File: src/hdl/pif_pkg.sv
package pif_pkg;

  // ==========================================================
  // Bus geometry
  localparam int unsigned ADDR_W = 8;
  localparam int unsigned DATA_W = 32;
  localparam int unsigned REG_W  = 8;

  // ==========================================================
  // Register offsets (byte addresses)
  localparam logic [ADDR_W-1:0] OFF_FLAGS2   = 8'h00;
  localparam logic [ADDR_W-1:0] OFF_FLAGS3   = 8'h04;
  localparam logic [ADDR_W-1:0] OFF_ENABLES1 = 8'h08;
  localparam logic [ADDR_W-1:0] OFF_CTRL     = 8'h0C;

  // ==========================================================
  // Field positions
  localparam int unsigned F2_OSC_FAIL   = 7;
  localparam int unsigned F2_COMPARATOR = 6;
  localparam int unsigned F2_BUS_COLL   = 3;
  localparam int unsigned F2_LOW_VOLT   = 2;
  localparam int unsigned F2_TIMER3_OVF = 1;
  localparam int unsigned F3_LCD_FRAME  = 6;
  localparam int unsigned F3_SER2_RX    = 5;
  localparam int unsigned F3_SER2_TX    = 4;
  localparam int unsigned F3_CHARGE     = 3;
  localparam int unsigned F3_CAPCOMP2   = 2;
  localparam int unsigned F3_CAPCOMP1   = 1;
  localparam int unsigned F3_RTC        = 0;
  localparam int unsigned CTRL_PERIPH   = 0;
  localparam int unsigned CTRL_GLOBAL   = 1;
  localparam int unsigned CTRL_PRIORITY = 2;

  // ==========================================================
  // Implemented and software-writable bits
  localparam logic [REG_W-1:0] MASK_FLAGS2    = 8'hCE;
  localparam logic [REG_W-1:0] MASK_FLAGS3    = 8'h7F;
  localparam logic [REG_W-1:0] MASK_FLAGS3_SW = 8'h4F;
  localparam logic [REG_W-1:0] MASK_ENABLES1  = 8'h7B;
  localparam logic [REG_W-1:0] MASK_CTRL      = 8'h07;

  // ==========================================================
  // Reset values
  localparam logic [REG_W-1:0] RST_REG = 8'h00;

  // ==========================================================
  // Types
  typedef enum logic [1:0] {
    PIF_CCP_OFF,
    PIF_CCP_CAPTURE,
    PIF_CCP_COMPARE,
    PIF_CCP_PWM
  } pif_ccp_mode_e;

  typedef struct packed {
    logic osc_fail;
    logic comparator_change;
    logic bus_collision;
    logic low_voltage;
    logic timer3_overflow;
    logic lcd_frame_done;
    logic serial2_rx_ready;
    logic serial2_rx_buffer_read;
    logic serial2_tx_empty;
    logic serial2_tx_buffer_write;
    logic charge_time_event;
    logic capcomp1_capture;
    logic capcomp1_match;
    logic capcomp2_capture;
    logic capcomp2_match;
    logic rtc_event;
  } pif_events_s;

  typedef struct packed {
    pif_ccp_mode_e capcomp1_mode;
    pif_ccp_mode_e capcomp2_mode;
    logic          lcd_typeb_nonstatic;
  } pif_modes_s;

  typedef struct packed {
    logic [REG_W-1:0]  flags2;
    logic [REG_W-1:0]  flags3;
    logic [REG_W-1:0]  enables1;
    logic [REG_W-1:0]  ctrl;
    logic [DATA_W-1:0] prdata;
    logic              pready;
    logic              pslverr;
    logic              irq;
  } pif_state_s;

endpackage
File: src/hdl/pif_irq_flags.sv
`timescale 1ns/1ps
// Summary of operation
// - Oscillator failure sets flag 2 bit 7; software clears it.
// - Comparator input change sets flag 2 bit 6; software clears it.
// - Flag 2 bits 5:4 and 0 read zero, ignore writes.
// - Bus collision sets flag 2 bit 3; only software clears it.
// - Low supply voltage sets flag 2 bit 2; software clears it.
// - Timer 3 overflow sets flag 2 bit 1; software clears it.
// - LCD frame output sets flag 3 bit 6, only in type-B non-static drive.
// - Serial 2 receive flag is read-only; set on data, cleared by buffer read.
// - Serial 2 transmit flag is read-only; set when empty, cleared by buffer write.
// - Charge time unit event sets flag 3 bit 3; software clears it.
// - Capture mode captures set capture/compare flags at bits 2 and 1.
// - Compare mode matches set capture/compare flags; software clears them.
// - PWM mode never sets a capture/compare flag.
// - Real-time clock event sets flag 3 bit 0; software clears it.
// - Without priority mode, requests need the peripheral enable too.
// - Enable register 1 holds six read/write enables; one enables.
// - Flag 3 bit 7, enable 1 bits 7 and 2 read zero.
// - All implemented flag and enable bits are zero after reset.
// - Flags set on events whatever the enables say.
module pif_irq_flags (
  // Clock and reset
  input  wire logic                        clk_sys,
  input  wire logic                        rst_n,
  // APB slave
  input  wire logic                        psel,
  input  wire logic                        penable,
  input  wire logic                        pwrite,
  input  wire logic [pif_pkg::ADDR_W-1:0]  paddr,
  input  wire logic [pif_pkg::DATA_W-1:0]  pwdata,
  output logic      [pif_pkg::DATA_W-1:0]  prdata,
  output logic                             pready,
  output logic                             pslverr,
  // Peripheral events and modes
  input  wire pif_pkg::pif_events_s        events,
  input  wire pif_pkg::pif_modes_s         modes,
  // Flags and enables kept outside this block
  input  wire logic [pif_pkg::REG_W-1:0]   core_flags1,
  input  wire logic [pif_pkg::REG_W-1:0]   core_enables2,
  input  wire logic [pif_pkg::REG_W-1:0]   core_enables3,
  // Request toward the core
  output logic                             peripheral_irq
);

  // ==========================================================
  // Helpers
  function automatic logic [3:0] reg_sel(input logic [pif_pkg::ADDR_W-1:0] a);
    reg_sel = {a == pif_pkg::OFF_CTRL, a == pif_pkg::OFF_ENABLES1,
               a == pif_pkg::OFF_FLAGS3, a == pif_pkg::OFF_FLAGS2};
  endfunction

  function automatic logic ccp_set(input pif_pkg::pif_ccp_mode_e m,
                                   input logic cap, input logic mat);
    case (m)
      pif_pkg::PIF_CCP_CAPTURE: ccp_set = cap;
      pif_pkg::PIF_CCP_COMPARE: ccp_set = mat;
      default:                  ccp_set = 1'b0;
    endcase
  endfunction

  // ==========================================================
  // State
  pif_pkg::pif_state_s st_r;
  pif_pkg::pif_state_s st_nxt;

  logic                        setup_phase;
  logic                        wr_take;
  logic [3:0]                  wr_sel;
  logic [3:0]                  rd_sel;
  logic [pif_pkg::REG_W-1:0]   wdat;
  logic [pif_pkg::REG_W-1:0]   set2;
  logic [pif_pkg::REG_W-1:0]   set3;
  logic [pif_pkg::REG_W-1:0]   rdat;
  logic                        any_pending;
  logic                        gate_open;

  assign setup_phase = psel && !penable;
  // A write lands only at the edge where the answer is sampled
  assign wr_take = psel && penable && st_r.pready && pwrite;
  assign wr_sel  = wr_take ? reg_sel(paddr) : 4'h0;
  assign rd_sel  = reg_sel(paddr);
  assign wdat    = pwdata[pif_pkg::REG_W-1:0];

  // ==========================================================
  // Event decode
  always_comb begin
    set2 = pif_pkg::RST_REG;
    set3 = pif_pkg::RST_REG;
    set2[pif_pkg::F2_OSC_FAIL]   = events.osc_fail;
    set2[pif_pkg::F2_COMPARATOR] = events.comparator_change;
    set2[pif_pkg::F2_BUS_COLL]   = events.bus_collision;
    set2[pif_pkg::F2_LOW_VOLT]   = events.low_voltage;
    set2[pif_pkg::F2_TIMER3_OVF] = events.timer3_overflow;
    // Frame flag is meaningless outside type-B non-static drive
    set3[pif_pkg::F3_LCD_FRAME]  = events.lcd_frame_done && modes.lcd_typeb_nonstatic;
    set3[pif_pkg::F3_CHARGE]     = events.charge_time_event;
    set3[pif_pkg::F3_CAPCOMP2]   = ccp_set(modes.capcomp2_mode, events.capcomp2_capture,
                                           events.capcomp2_match);
    set3[pif_pkg::F3_CAPCOMP1]   = ccp_set(modes.capcomp1_mode, events.capcomp1_capture,
                                           events.capcomp1_match);
    set3[pif_pkg::F3_RTC]        = events.rtc_event;
  end

  // ==========================================================
  // Read mux and request gating
  always_comb begin
    case (rd_sel)
      4'h1:    rdat = st_r.flags2 & pif_pkg::MASK_FLAGS2;
      4'h2:    rdat = st_r.flags3 & pif_pkg::MASK_FLAGS3;
      4'h4:    rdat = st_r.enables1 & pif_pkg::MASK_ENABLES1;
      4'h8:    rdat = st_r.ctrl & pif_pkg::MASK_CTRL;
      default: rdat = pif_pkg::RST_REG;
    endcase
  end

  assign any_pending = |(core_flags1 & st_r.enables1)
                     | |(st_r.flags2 & core_enables2)
                     | |(st_r.flags3 & core_enables3);
  // Priority mode leaves peripheral gating to the priority logic outside
  assign gate_open = st_r.ctrl[pif_pkg::CTRL_GLOBAL] &&
                     (st_r.ctrl[pif_pkg::CTRL_PRIORITY] ||
                      st_r.ctrl[pif_pkg::CTRL_PERIPH]);

  // ==========================================================
  // Next state
  always_comb begin
    st_nxt = st_r;
    // Software write first, then hardware set wins in the same cycle
    if (wr_sel[0]) begin
      st_nxt.flags2 = wdat & pif_pkg::MASK_FLAGS2;
    end
    st_nxt.flags2 = st_nxt.flags2 | (set2 & pif_pkg::MASK_FLAGS2);
    if (wr_sel[1]) begin
      st_nxt.flags3 = (st_r.flags3 & ~pif_pkg::MASK_FLAGS3_SW)
                    | (wdat & pif_pkg::MASK_FLAGS3_SW);
    end
    st_nxt.flags3 = st_nxt.flags3 | (set3 & pif_pkg::MASK_FLAGS3_SW);
    if (events.serial2_rx_buffer_read) begin
      st_nxt.flags3[pif_pkg::F3_SER2_RX] = 1'b0;
    end
    if (events.serial2_rx_ready) begin
      st_nxt.flags3[pif_pkg::F3_SER2_RX] = 1'b1;
    end
    if (events.serial2_tx_buffer_write) begin
      st_nxt.flags3[pif_pkg::F3_SER2_TX] = 1'b0;
    end
    if (events.serial2_tx_empty) begin
      st_nxt.flags3[pif_pkg::F3_SER2_TX] = 1'b1;
    end
    if (wr_sel[2]) begin
      st_nxt.enables1 = wdat & pif_pkg::MASK_ENABLES1;
    end
    if (wr_sel[3]) begin
      st_nxt.ctrl = wdat & pif_pkg::MASK_CTRL;
    end
    // Answer one cycle after setup; data is captured at the setup edge
    st_nxt.pready  = setup_phase;
    st_nxt.pslverr = setup_phase && (rd_sel == 4'h0);
    if (setup_phase) begin
      st_nxt.prdata = {{(pif_pkg::DATA_W - pif_pkg::REG_W){1'b0}}, rdat};
    end
    st_nxt.irq = any_pending && gate_open;
  end

  always_ff @(posedge clk_sys or negedge rst_n) begin
    if (!rst_n) begin
      st_r <= '0;
    end else begin
      st_r <= st_nxt;
    end
  end

  assign prdata         = st_r.prdata;
  assign pready         = st_r.pready;
  assign pslverr        = st_r.pslverr;
  assign peripheral_irq = st_r.irq;

  logic wr_f2;
  logic wr_f3;
  assign wr_f2 = wr_sel[0];
  assign wr_f3 = wr_sel[1];
endmodule // pif_irq_flags

File: config.mk
export PLATFORM = sky130hd
export DESIGN_NAME = pif_irq_flags
export DESIGN_NICKNAME = d
export VERILOG_FILES = /design/src/hdl/pif_pkg.sv /design/src/hdl/pif_irq_flags.sv
export SDC_FILE = /design/constraint.sdc
export NUM_CORES = 1
export LEC_CHECK = 0
export BUFFER_PORTS_ARGS = -buffer_cell sky130_fd_sc_hd__buf_4
export CORE_ASPECT_RATIO = 0.7
export CORE_MARGIN = 2
export CORE_UTILIZATION = 45
export DETAILED_ROUTE_END_ITERATION = 10
export PLACE_DENSITY = 0.95
export SYNTH_ARGS = -nofsm -noshare
export SYNTH_HDL_FRONTEND = slang
export SYNTH_SLANG_ARGS = --single-unit
File: constraint.sdc
create_clock -name clk_sys -period 4.3 [get_ports clk_sys]
set_clock_uncertainty 0.15 [all_clocks]
set_input_delay 0.645 -clock clk_sys [delete_from_list [all_inputs] [get_ports clk_sys]]
set_output_delay 0.645 -clock clk_sys [all_outputs]
set_load 0.01 [all_outputs]
# After elaboration in Yosys (flattened, before gate mapping)
# Cells that the tools add are included.
[word_totals] regBits=36 latch_bits=0 mem_bits_rw=0 romBits=0 in_bits=90 output_inout_bits=35 elab_cells=52 mem_count=0
[classes] addsub=0 mul=0 n_div=0 order_cmp=0 n_eq_ne=11 n_shift=0 mux=10 bitwise_logic=8 n_reduce_logical=15
[ops] cell="$pmux 8 s4" count=1
[ops] cell="$reduce_or 8->1" count=3
[ops] cell="$and 8x8->8" count=2
[ops] cell="$eq 8x4->1 const B" count=2
[ops] cell="$mux 8" count=2
[ops] cell="$or 8x7->8" count=2
[ops] cell="$and 8x7->8" count=1
[ops] cell="$eq 8x3->1 const B" count=1
[ops] cell="$logic_and 1x1->1" count=8
[ops] cell="$logic_not 8->1" count=1
[ops] cell="$or 8x8->8" count=1
[ops] cell="$eq 2x1->1 const B" count=2
[ops] cell="$eq 2x2->1 const B" count=2
[ops] cell="$eq 4x1->1 const B" count=1
[ops] cell="$eq 4x2->1 const B" count=1
[ops] cell="$eq 4x3->1 const B" count=1
[ops] cell="$eq 4x4->1 const B" count=1
[ops] cell="$logic_not 4->1" count=1
[ops] cell="$mux 1" count=4
[ops] cell="$mux 4" count=1
[ops] cell="$pmux 1 s2" count=2
[ops] cell="$or 1x1->1" count=2
[ops] cell="$logic_not 1->1" count=1
[ops] cell="$logic_or 1x1->1" count=1

# Depth between registers and ports, before layout
# Gate-level depths: netlist (run 1).
[logic_depth] ltp_word=8 ltp_mapped=6 ltp_nobuf=6

# Least setup slack after synthesis (run 1)
# Ideal clock, no wire load.
[synth_path] path_type="input to register" startpoint="input port paddr[1] in the netlist's numbering" endpoint="register st_r[43] in the netlist's numbering" setup_time_ps=127 arrival_ps=2165 t_required_ps=4023 path_slack_ps=1857 cell_stages=6 n_path_buf=2 cell_sequence="or4_4 buf_6 nor4_1 nor2b_1 buf_4 mux2_1"
[synth_between] elab_chain_cells=2
[synth_rtl] item="from (decl)" line="pif_irq_flags.sv:30" source="input wire logic [pif_pkg::ADDR_W-1:0] paddr,"
[synth_rtl] item="$eq 8x4->1" line="pif_irq_flags.sv:49" source="reg_sel = {a == pif_pkg::OFF_CTRL, a == pif_pkg::OFF_ENABLES1,"
[synth_rtl] item="$mux 4" line="pif_irq_flags.sv:81" source="assign wr_sel = wr_take ? reg_sel(paddr) : 4'h0;"
[synth_rtl] item="to (signal assigned)" line="pif_irq_flags.sv:170" source="st_r <= st_nxt;"
[synth_rtl] item="to (decl)" line="pif_irq_flags.sv:64" source="pif_pkg::pif_state_s st_r;"
# Every way passes these cells.
# A chain may end at the register's enable or synchronous reset.

# Worst setup path after layout (run 1)
[layout_path] startpoint="input port paddr[1] in the netlist's numbering" endpoint="register st_r[49] in the netlist's numbering"
# Same word-level chain as after synthesis.

==> results.md, run 1 <==
- Port Buf Inserts: 70
- Syn Area/Cell: 9.936 um^2
- Routed len/inst: about 14 um
- Commonest non-fill, non-tap cells in the layout: buf_4, dfrtp_1, conb_1, nor2_1, a21oi_1
- WS Path Type: input port to register
- Leak Pwr: around 1.2 nW
- Reg2Reg Depth: 4
- Final Critical Period: 2559 ps
- Worst reg2reg endpoint: st_r[49]
- DRC violations left: 0
- Core area: 3946 um^2
- Number of flops mapped to enable cells by yosys: 0
- CTS root buf: clkbuf_8
- Tcrit/Tclk final: 0.5951
- Fillers: ~370
- Iter 0 DRT Violations: 91
- Worst ir drop on vdd: approximately 0.17 mV
- Slowest-stage cell, CP: or4_4
- Largest net degree at the start of global routing: 33
- Reg-to-Reg Start: pready
- Placed Area: approximately 2300 um^2
- Cells after synthesis: 187
- RSZ-0062 raised after global routing: no
- # H-tree levels: 2
- Sink Count: 32
- Vias/cell: a little under 5
- TritonCTS Buffers: 5
- Register area: between 800 and 900 um^2
- Crit-path cells: buf_4 > or4_4 > nor4_1 > nor2b_1 > mux2_1
- Diode count: 0
- Area grow syn2layout: 26.53%
- Post-DP HPWL: 3475 um
- Synthesized area: 1858 um^2
- Reg-to-reg slack, setup: about 2200 ps
- Most common cell after layout, fill and taps aside: buf_4
- Die W: 80.80 um
- Share of post-route cells with drive strength above 1: 0.3520
- Yosys warnings: 0
- Post-synth top area share: 0.4310
- Site Rows: 19
- Relative slew margins: 0.5870
- Max incr delay on CP: 580 ps
- Clock transition at the registers of the reported paths: ~60 ps
- GRT Overall Usage: 0.1966
- CP max FO: 6
- CTS max path bufs: 2
- Initial antenna violation count: 0
- Final setup TNS: 0 ps
- Netlist cell types: 34
- Drt pass-1 iters: 5
- GPL Wtd Cong: 0.8416
- Max Freq: between 300 and 400 MHz
- Status: complete, no violations
- Fin area: ~2400 um^2
- Seq/Total Area, Yosys: 0.4310
- Worst slew pin tran: 614.8 ps
- Final hold violations: 0
- First-pass GRT wire length: 6651 um
- Residual overflow from global routing: 0
- Ys flop type: dfrtp_1
- Yosys top cell by area: dfrtp_1
- Pwr/cell area: 270.8 nW/um^2
- # nets final: 343
- Final Max Slew Viols: 0
- Register bit count reported by yosys: 32
- Multi-input combinational cell area: 832.0 um^2
- Async S/R FF share, synth: 1.000
- Antenna Nets Post-Route: 0
- Hold_buf cts: 0
- Initial Utilization: 0.4708
- Post-CTS setup buffers: 0
- IO Pins: between 100 and 150
- # setup viols final: 0
- Drt total wl: 4343 um
- Vias in the first global route: 1,417
- Via count: 1,495
- Hold Path Class: input port to async pin
- CTS resizes: 0
- Worst setup EP type: register
- Crit path DAT: 2570 ps
- Die height: 57.76 um
- Clock tree from TritonCTS: built
- Critical path required time: 4310 ps
- Skew-Pair Late Insertion Delay: 280 ps
- Die area: roughly 4700 um^2
- Startpoint types: input port
- Top cells by area, synth: dfrtp_1, buf_4, a22oi_1, mux2_1, nor2_1
- Max-cap violations: 0
power breakdown:
part	total, mW	internal (mW)	switching (mW)	leakage, nW
logic	0.0935	0.0479	0.0457	0.769
registers	0.307	0.304	0.00224	0.386
clock network	0.236	0.130	0.106	0.0455
final cells by class:
cell class,count,area share
multi-input combinational,130,0.3539
sequential,32,0.3406
timing repair buffer,70,0.2235
clock buffer,8,0.03832
tap,52,0.02767
inverter,10,0.01597
cell families after synthesis:
group / synth area share
compound gates: 0.1380
mux: 0.08888
other cells: 0.002018
buf+inv: 0.1677
fa+ha+maj: 0.02694
flops: 0.4310
simple gates: 0.1455
cell usage after synthesis (2+ instances only):
| library cell | count |
|---|---|
| buf_4 | 33 |
| dfrtp_1 | 32 |
| nor2_1 | 17 |
| a21oi_1 | 11 |
| a22oi_1 | 10 |
| inv_1 | 10 |
| nand2_1 | 10 |
| nor3_1 | 9 |
| mux2_1 | 6 |
| o21ai_0 | 5 |
| clkbuf_1 | 4 |
| ha_1 | 4 |
| mux2_2 | 4 |
| mux2i_1 | 3 |
| nor2b_1 | 3 |
| or2_2 | 3 |
| a21o_1 | 2 |
| a221oi_1 | 2 |
| a22o_1 | 2 |
| nand4_1 | 2 |
| o31ai_1 | 2 |
layer usage:
| layer | vias up | wire [um] | share of wire | track usage |
|---|---|---|---|---|
| met2 | 67 | 2040 | 0.47 | 0.2916 |
| li1 | 722 | - | - | - |
| met5 | - | 0 | 0 | 0 |
| met1 | 695 | 1880 | 0.43 | 0.2825 |
| met4 | 0 | 72 | 0.017 | 0.06538 |
| met3 | 11 | 348 | 0.080 | 0.05140 |
worst max path at each step:
| stage | slack [ps] | endpoint | startpoint | depth (start not counted) |
|---|---|---|---|---|
| global placement | 1500 | st_r[43] | paddr[1] | 5 |
| detailed placement | 1450 | st_r[49] | paddr[1] | 5 |
| CTS | 1750 | st_r[49] | paddr[1] | 5 |
| global route | 1640 | st_r[49] | paddr[1] | 5 |
| floorplan | 1860 | st_r[43] | paddr[1] | 6 |
| finish | 1740 | st_r[49] | paddr[1] | 5 |
state kept, by name, indices dropped and copies added (netlist names):
register	cells
peripheral_irq	1
st_r	21
pslverr	1
prdata	8
pready	1
worst max-delay path: cells and delay by family:
kind          cells  cell delay, ps
mux               1             380
simple gates      3            1440
buf+inv           1             110
per-stage QoR:
step | power [mW] | hold slack, ps | cells | worst slack (ps) | utilization
after CTS | 0.6419 | 152.6 | 302 | 1751 | 0.5958
after global routing | 0.6658 | 164.6 | 302 | 1642 | 0.5958
after detailed placement | 0.4052 | 321.8 | 294 | 1453 | 0.5729
after floorplan | 0.3643 | 199.4 | 210 | 1857 | -
final | 0.6365 | 138.6 | 302 | 1741 | 0.5958
after global placement | 0.4028 | 317.0 | 294 | 1498 | 0.5729
Note: power is estimated with default switching activity, not from simulation.
==> run 2: changes to the inputs <==
CORE_UTILIZATION = 42   (was 45)
PLACE_DENSITY = 0.93   (was 0.95)
clock period = 2.65 ns   (was 4.3 ns; I/O delays follow)
==> run 2 against run 1 <==
Effect of this change: cell area increased by 1.2%; total power rose by 62%; clock power rose by 61%; non-clock buffer count up 3; utilization is 4.3 points lower; register-to-register slack got worse by 1400 ps; critical path type unchanged; critical endpoint is now st_r[48].
==> results.md, run 2 (same netlist as run 1, synthesis figures left out) <==
- Status: complete, no violations
- Pwr/cell area: 433.0 nW/um^2
- IO Pins: 125
- Share of post-route cells with drive strength above 1: 0.3557
- Via count: 1,535
- CTS root buf: clkbuf_8
- RSZ-0062 raised after global routing: no
- GPL Wtd Cong: 0.8345
- Final Critical Period: roughly 2100 ps
- Sink Count: 32
- Max reg flops: 21
- Reg-to-reg slack, setup: roughly 750 ps
- Relative slew margins: 0.5935
- Max-cap violations: 0
- Tcrit/Tclk final: 0.7859
- Iter 0 DRT Violations: between 70 and 80
- Die area: 4980 um^2
- WHS: 138.1 ps
- GRT Overall Usage: 0.1863
- Most common cell after layout, fill and taps aside: buf_4
- Post-CTS setup buffers: 0
- WS Path Type: input port to register
- Final setup TNS: 0 ps
- Hold_sp: events[7]
- Final Max Slew Viols: 0
- Antenna Nets Post-Route: 0
- First-pass GRT wire length: 7093 um
- Vias in the first global route: 1,452
- Max Freq: just under 500 MHz
- Biggest register: st_r
- Site Rows: 20
- Area grow syn2layout: 28.08%
- Worst reg2reg endpoint: st_r[48]
- Hold Path Class: input port to register
- Drt pass-1 iters: 4
- Commonest non-fill, non-tap cells in the layout: buf_4, dfrtp_1, conb_1, nor2_1, a21oi_1
- Worst setup EP type: register
- Reg-to-Reg Start: pready
- Post-DP HPWL: between 3000 and 4000 um
- TritonCTS Buffers: 5
- # nets final: 346
- Port Buf Inserts: 70
- # setup viols final: 0
- Routed len/inst: 14.35 um
- Die W: 83.50 um
- Vias/cell: 4.984
- Residual overflow from global routing: 0
- Leak Pwr: roughly 1.2 nW
- Core area: 4304 um^2
- Die height: about 60 um
- Initial antenna violation count: 0
- Diode count: 0
- Worst Hold Depth: 2
- Fillers: a little under 400
- Endpoint, Worst Hold: st_r[55]
- Critical path required time: between 2000 and 3000 ps
- Crit path DAT: 2100 ps
- Worst ir drop on vdd: 0.2541 mV
- Largest net degree at the start of global routing: 33
- Initial Utilization: 0.4317
- Clock transition at the registers of the reported paths: 60 ps
- # H-tree levels: 2
- Final hold violations: 0
- CTS max path bufs: 2
- Skew-Pair Late Insertion Delay: 280 ps
- Worst slew pin tran: between 600 and 700 ps
- CP max FO: 6
- Drt total wl: 4421 um
- Clock tree from TritonCTS: built
- Reg2Reg Depth: 5
- DRC violations left: 0
- Startpoint types: input port
## run 2: changes by cell type in the layout (fill, tap and decap cells not counted)
cell           previous run  this run
buf_4                    70        72
dlygate4sd3_1             0         1
## run 2: worst max-delay path, stage by stage
cell     delay, ps
buf_4          110
or4_4          580
nor4_1         330
nor2b_1        180
buf_4          170
mux2_1         330
## run 2: final cells by class
class / instances / area, um^2 / area share
Inverter: 10 / 37.54 / 0.01577
Clock buffer: 8 / 90.09 / 0.03785
Multi-Input combinational cell: 130 / 832.0 / 0.3496
Sequential cell: 32 / 800.8 / 0.3365
Timing Repair Buffer: 73 / 550.5 / 0.2313
Tap cell: 55 / 68.82 / 0.02892
## run 2: power by group
part           leakage [nW]  total (mW)  internal [mW]  switching [mW]
clock                0.0455       0.381          0.211           0.170
combinational         0.784       0.152         0.0786          0.0732
sequential            0.386       0.498          0.494         0.00380
## run 2: routing by layer
layer,GRT usage,up-vias,share of wire
met2,0.3041,60,0.49
met1,0.2469,738,0.43
met3,0.04972,7,0.064
li1,-,730,-
met5,0,-,0
met4,0.06221,0,0.014
## run 2: per-stage QoR
| step | area, um^2 | power [mW] | worst slack, ps | utilization | cells |
|---|---|---|---|---|---|
| 2_1_floorplan | 1944 | 0.5911 | 454.6 | - | 210 |
| 3_3_place_gp | 2280 | 0.6529 | 330.4 | 0.5297 | 299 |
| 3_5_place_dp | 2280 | 0.6569 | 285.0 | 0.5297 | 299 |
| 4_1_cts | 2380 | 1.037 | 587.0 | 0.5529 | 308 |
| 5_1_grt | 2380 | 1.068 | 418.2 | 0.5529 | 308 |
| 6_report | 2380 | 1.031 | 567.4 | 0.5529 | 308 |
## run 2: worst max-delay path by stage
stage,startpoint,endpoint,slack (ps),cells after the start
4_1_cts,paddr[1],st_r[48],590,6
3_3_place_gp,paddr[1],st_r[43],330,6
6_report,paddr[1],st_r[48],570,6
2_1_floorplan,paddr[1],st_r[43],450,6
5_1_grt,paddr[1],st_r[49],420,6
3_5_place_dp,paddr[1],st_r[48],280,6
## run 2: what timing repair did
| action | 4_1_cts | 5_1_grt |
|---|---|---|
| hold endpoints to repair | 32 | 0 |
| hold buffers | 1 | 0 |
| resized for setup | 0 | 0 |
==> run 3: changes to the inputs <==
ABC_AREA = 1   (was unset)
CORE_UTILIZATION = 43   (was 42)
clock period = 2 ns   (was 2.65 ns; I/O delays follow)
==> run 3 against run 2 <==
Effect of this change: clock power up 15%; flip-flop and latch count unchanged; critical path type is now register to register; sequential share of layout area down 1.4 points; clock-buffer cell count down 2; highest routed layer unchanged; synthesized cell count up 32%.
==> results.md, run 3 <==
- Clock tree from TritonCTS: built
- Startpoint types: register
- Most common cell after layout, fill and taps aside: nand2_1
- Largest net degree at the start of global routing: 33
- Post-synthesis compound-gate area fraction: 0.07579
- Post-synth top cells: nand2_1, buf_4, dfrtp_1
- TritonCTS Buffers: 5
- Final Critical Period: 1353 ps
- Antenna Nets Post-Route: 0
- Biggest register: st_r
- First-pass GRT wire length: about 7800 um
- Max reg flops: 21
- Top-count cell post-synth: nand2_1
- Via count: 1,745
- Diode count: 0
- Leak Pwr: between 1 and 1.5 nW
- Sink Count: 32
- Post-synthesis mux area share: 0
- Max incr delay on CP: 350 ps
- Core area: 4354 um^2
- Port Buf Inserts: 70
- GPL Wtd Cong: ~0.9
- Post-synthesis simple-gate area fraction: 0.3198
- Crit path DAT: around 1400 ps
- Die area: 5094 um^2
- WHS: approximately 57 ps
- Routed len/inst: approximately 12 um
- CP max FO: 9
- Ys flop type: dfrtp_1
- Final core occ: 0.5704
- Worst setup EP type: register
- Post-CTS setup buffers: 0
- Final Max Slew Viols: 0
- Die W: between 80 and 90 um
- Reg-to-reg slack, setup: 650 ps
- Final hold violations: 0
- Max Freq: 739.0 MHz
- Iter 0 DRT Violations: 97
- Worst ir drop on vdd: between 0.2 and 0.3 mV
- Area grow syn2layout: 27.49%
- Die height: slightly above 60 um
- Share of post-route cells with drive strength above 1: 0.3060
- Max-cap violations: 0
- Drt total wl: 4646 um
- Syn Area/Cell: 7.887 um^2
- Slowest-stage cell, CP: dfrtp_1
- Fin area: 2484 um^2
- Critical path required time: ~2000 ps
- Netlist cell types: 26
- # H-tree levels: 2
- Placed Area: 2396 um^2
- Residual overflow from global routing: 0
- Synthesized area: 1948 um^2
- Yosys top cell by area: dfrtp_1
- Skew-Pair Late Insertion Delay: around 270 ps
- CTS root buf: clkbuf_8
- Tcrit/Tclk final: 0.6766
- Post-DP HPWL: between 3000 and 4000 um
- Site Rows: 20
- # nets final: 411
- DRC violations left: 0
- Seq/Total Area, Yosys: 0.4110
- Cells after synthesis: 247
- Commonest non-fill, non-tap cells in the layout: nand2_1, buf_4, dfrtp_1, conb_1, nand3_1
- Post-Synth XOR/XNOR Area: 0
- Status: complete, no violations
- GRT Overall Usage: 0.1955
- Largest family of logic cells by synthesized area: simple AND/OR/NAND/NOR gates
- Clock transition at the registers of the reported paths: 60 ps
- WS Path Type: register to register
- CTS max path bufs: 2
- Post-Synth Adder-Cell Area: 0.02569
- Async S/R FF share, synth: 1.000
- Initial Utilization: 0.4474
- Top cells by area, synth: dfrtp_1, nand2_1, buf_4, nand3_1, inv_1
- Initial antenna violation count: 0
- RSZ-0062 raised after global routing: no
- Drt pass-1 iters: 4
- Number of flops mapped to enable cells by yosys: 0
- # setup viols final: 0
- Register bit count reported by yosys: 32
- Crit-path cells: nand4_1 > inv_2 > nand2_2 > a21oi_1 > o21ai_0
- IO Pins: 125
- Hold Path Class: input port to register
- Post-synth top area share: 0.4110
- Yosys warnings: 0
- Vias in the first global route: between 1,500 and 2,000
- Pwr/cell area: around 520 nW/um^2
- Final setup TNS: 0 ps
- Vias/cell: 4.691
run 3: changes by cell type after synthesis, sizes merged, moves of 7 or more:
cell   change
nand2     +75
nand3     +21
a22oi     -10
mux2      -10
o21ai     +10
inv        +9
nor3       -7
run 3: metal layers:
| metal | vias to the layer above | share of wire | GRT usage |
|---|---|---|---|
| li1 | 873 | - | - |
| met1 | 799 | 0.42 | 0.2494 |
| met2 | 69 | 0.50 | 0.3447 |
| met3 | 4 | 0.073 | 0.04696 |
| met4 | 0 | 0.0073 | 0.04762 |
| met5 | - | 0 | 0 |
run 3: cells by family (layout without fill, tap and decap cells):
group / count (synthesis) / in the layout
and+or+nand+nor: 130 / 130
buffers and inverters: 53 / 100
DFF: 32 / 32
AOI/OAI and AO/OA: 27 / 27
adders and majority gates: 4 / 4
other: 1 / 24
run 3: worst paths after layout:
path / startpoint / end / cells past startpoint
min in group asynchronous: rst_n / st_r[66] / 2
max in group asynchronous: rst_n / st_r[65] / 2
setup reg to reg: pready / st_r[61] / 5
setup / recovery: pready / st_r[61] / 5
hold reg to reg: prdata[1] / prdata[1] / 2
hold / removal: events[8] / st_r[56] / 2
run 3: timing repair:
action | CTS | global route
endpoints found under the hold margin | 32 | 0
hold buffers | 1 | 0
resized for setup | 0 | 0
run 3: metrics by stage:
stage / power (mW) / setup WS [ps] / cells
6_report: 1.300 / 646.8 / 372
4_1_cts: 1.314 / 607.2 / 372
3_3_place_gp: 0.8667 / 487.0 / 364
5_1_grt: 1.367 / 510.6 / 372
2_1_floorplan: 0.7797 / 736.2 / 270
3_5_place_dp: 0.8717 / 475.5 / 364
run 3: critical path: cells and delay by family, from the launching register on:
family / cells / cell delay, ps
compound gates: 2 / 250
flops: 1 / 350
simple gates: 2 / 290
buf+inv: 1 / 190
run 3: where the power goes:
group | total, mW | switching (mW) | internal, mW
clock | 0.440 | 0.205 | 0.236
sequential | 0.658 | 0.00354 | 0.655
combinational | 0.201 | 0.100 | 0.101
total | 1.30 | 0.309 | 0.991
run 3: cell type report:
| class | count | area [um^2] |
|---|---|---|
| multi-input cells | 185 | 910.9 |
| repair buffers | 73 | 550.5 |
| inverters | 20 | 75.07 |
| well taps | 55 | 68.82 |
| fillers | 416 | 1871 |
| flip-flops and latches | 32 | 800.8 |
| clock inverters | 1 | 5.005 |
| clock buffers | 6 | 72.57 |
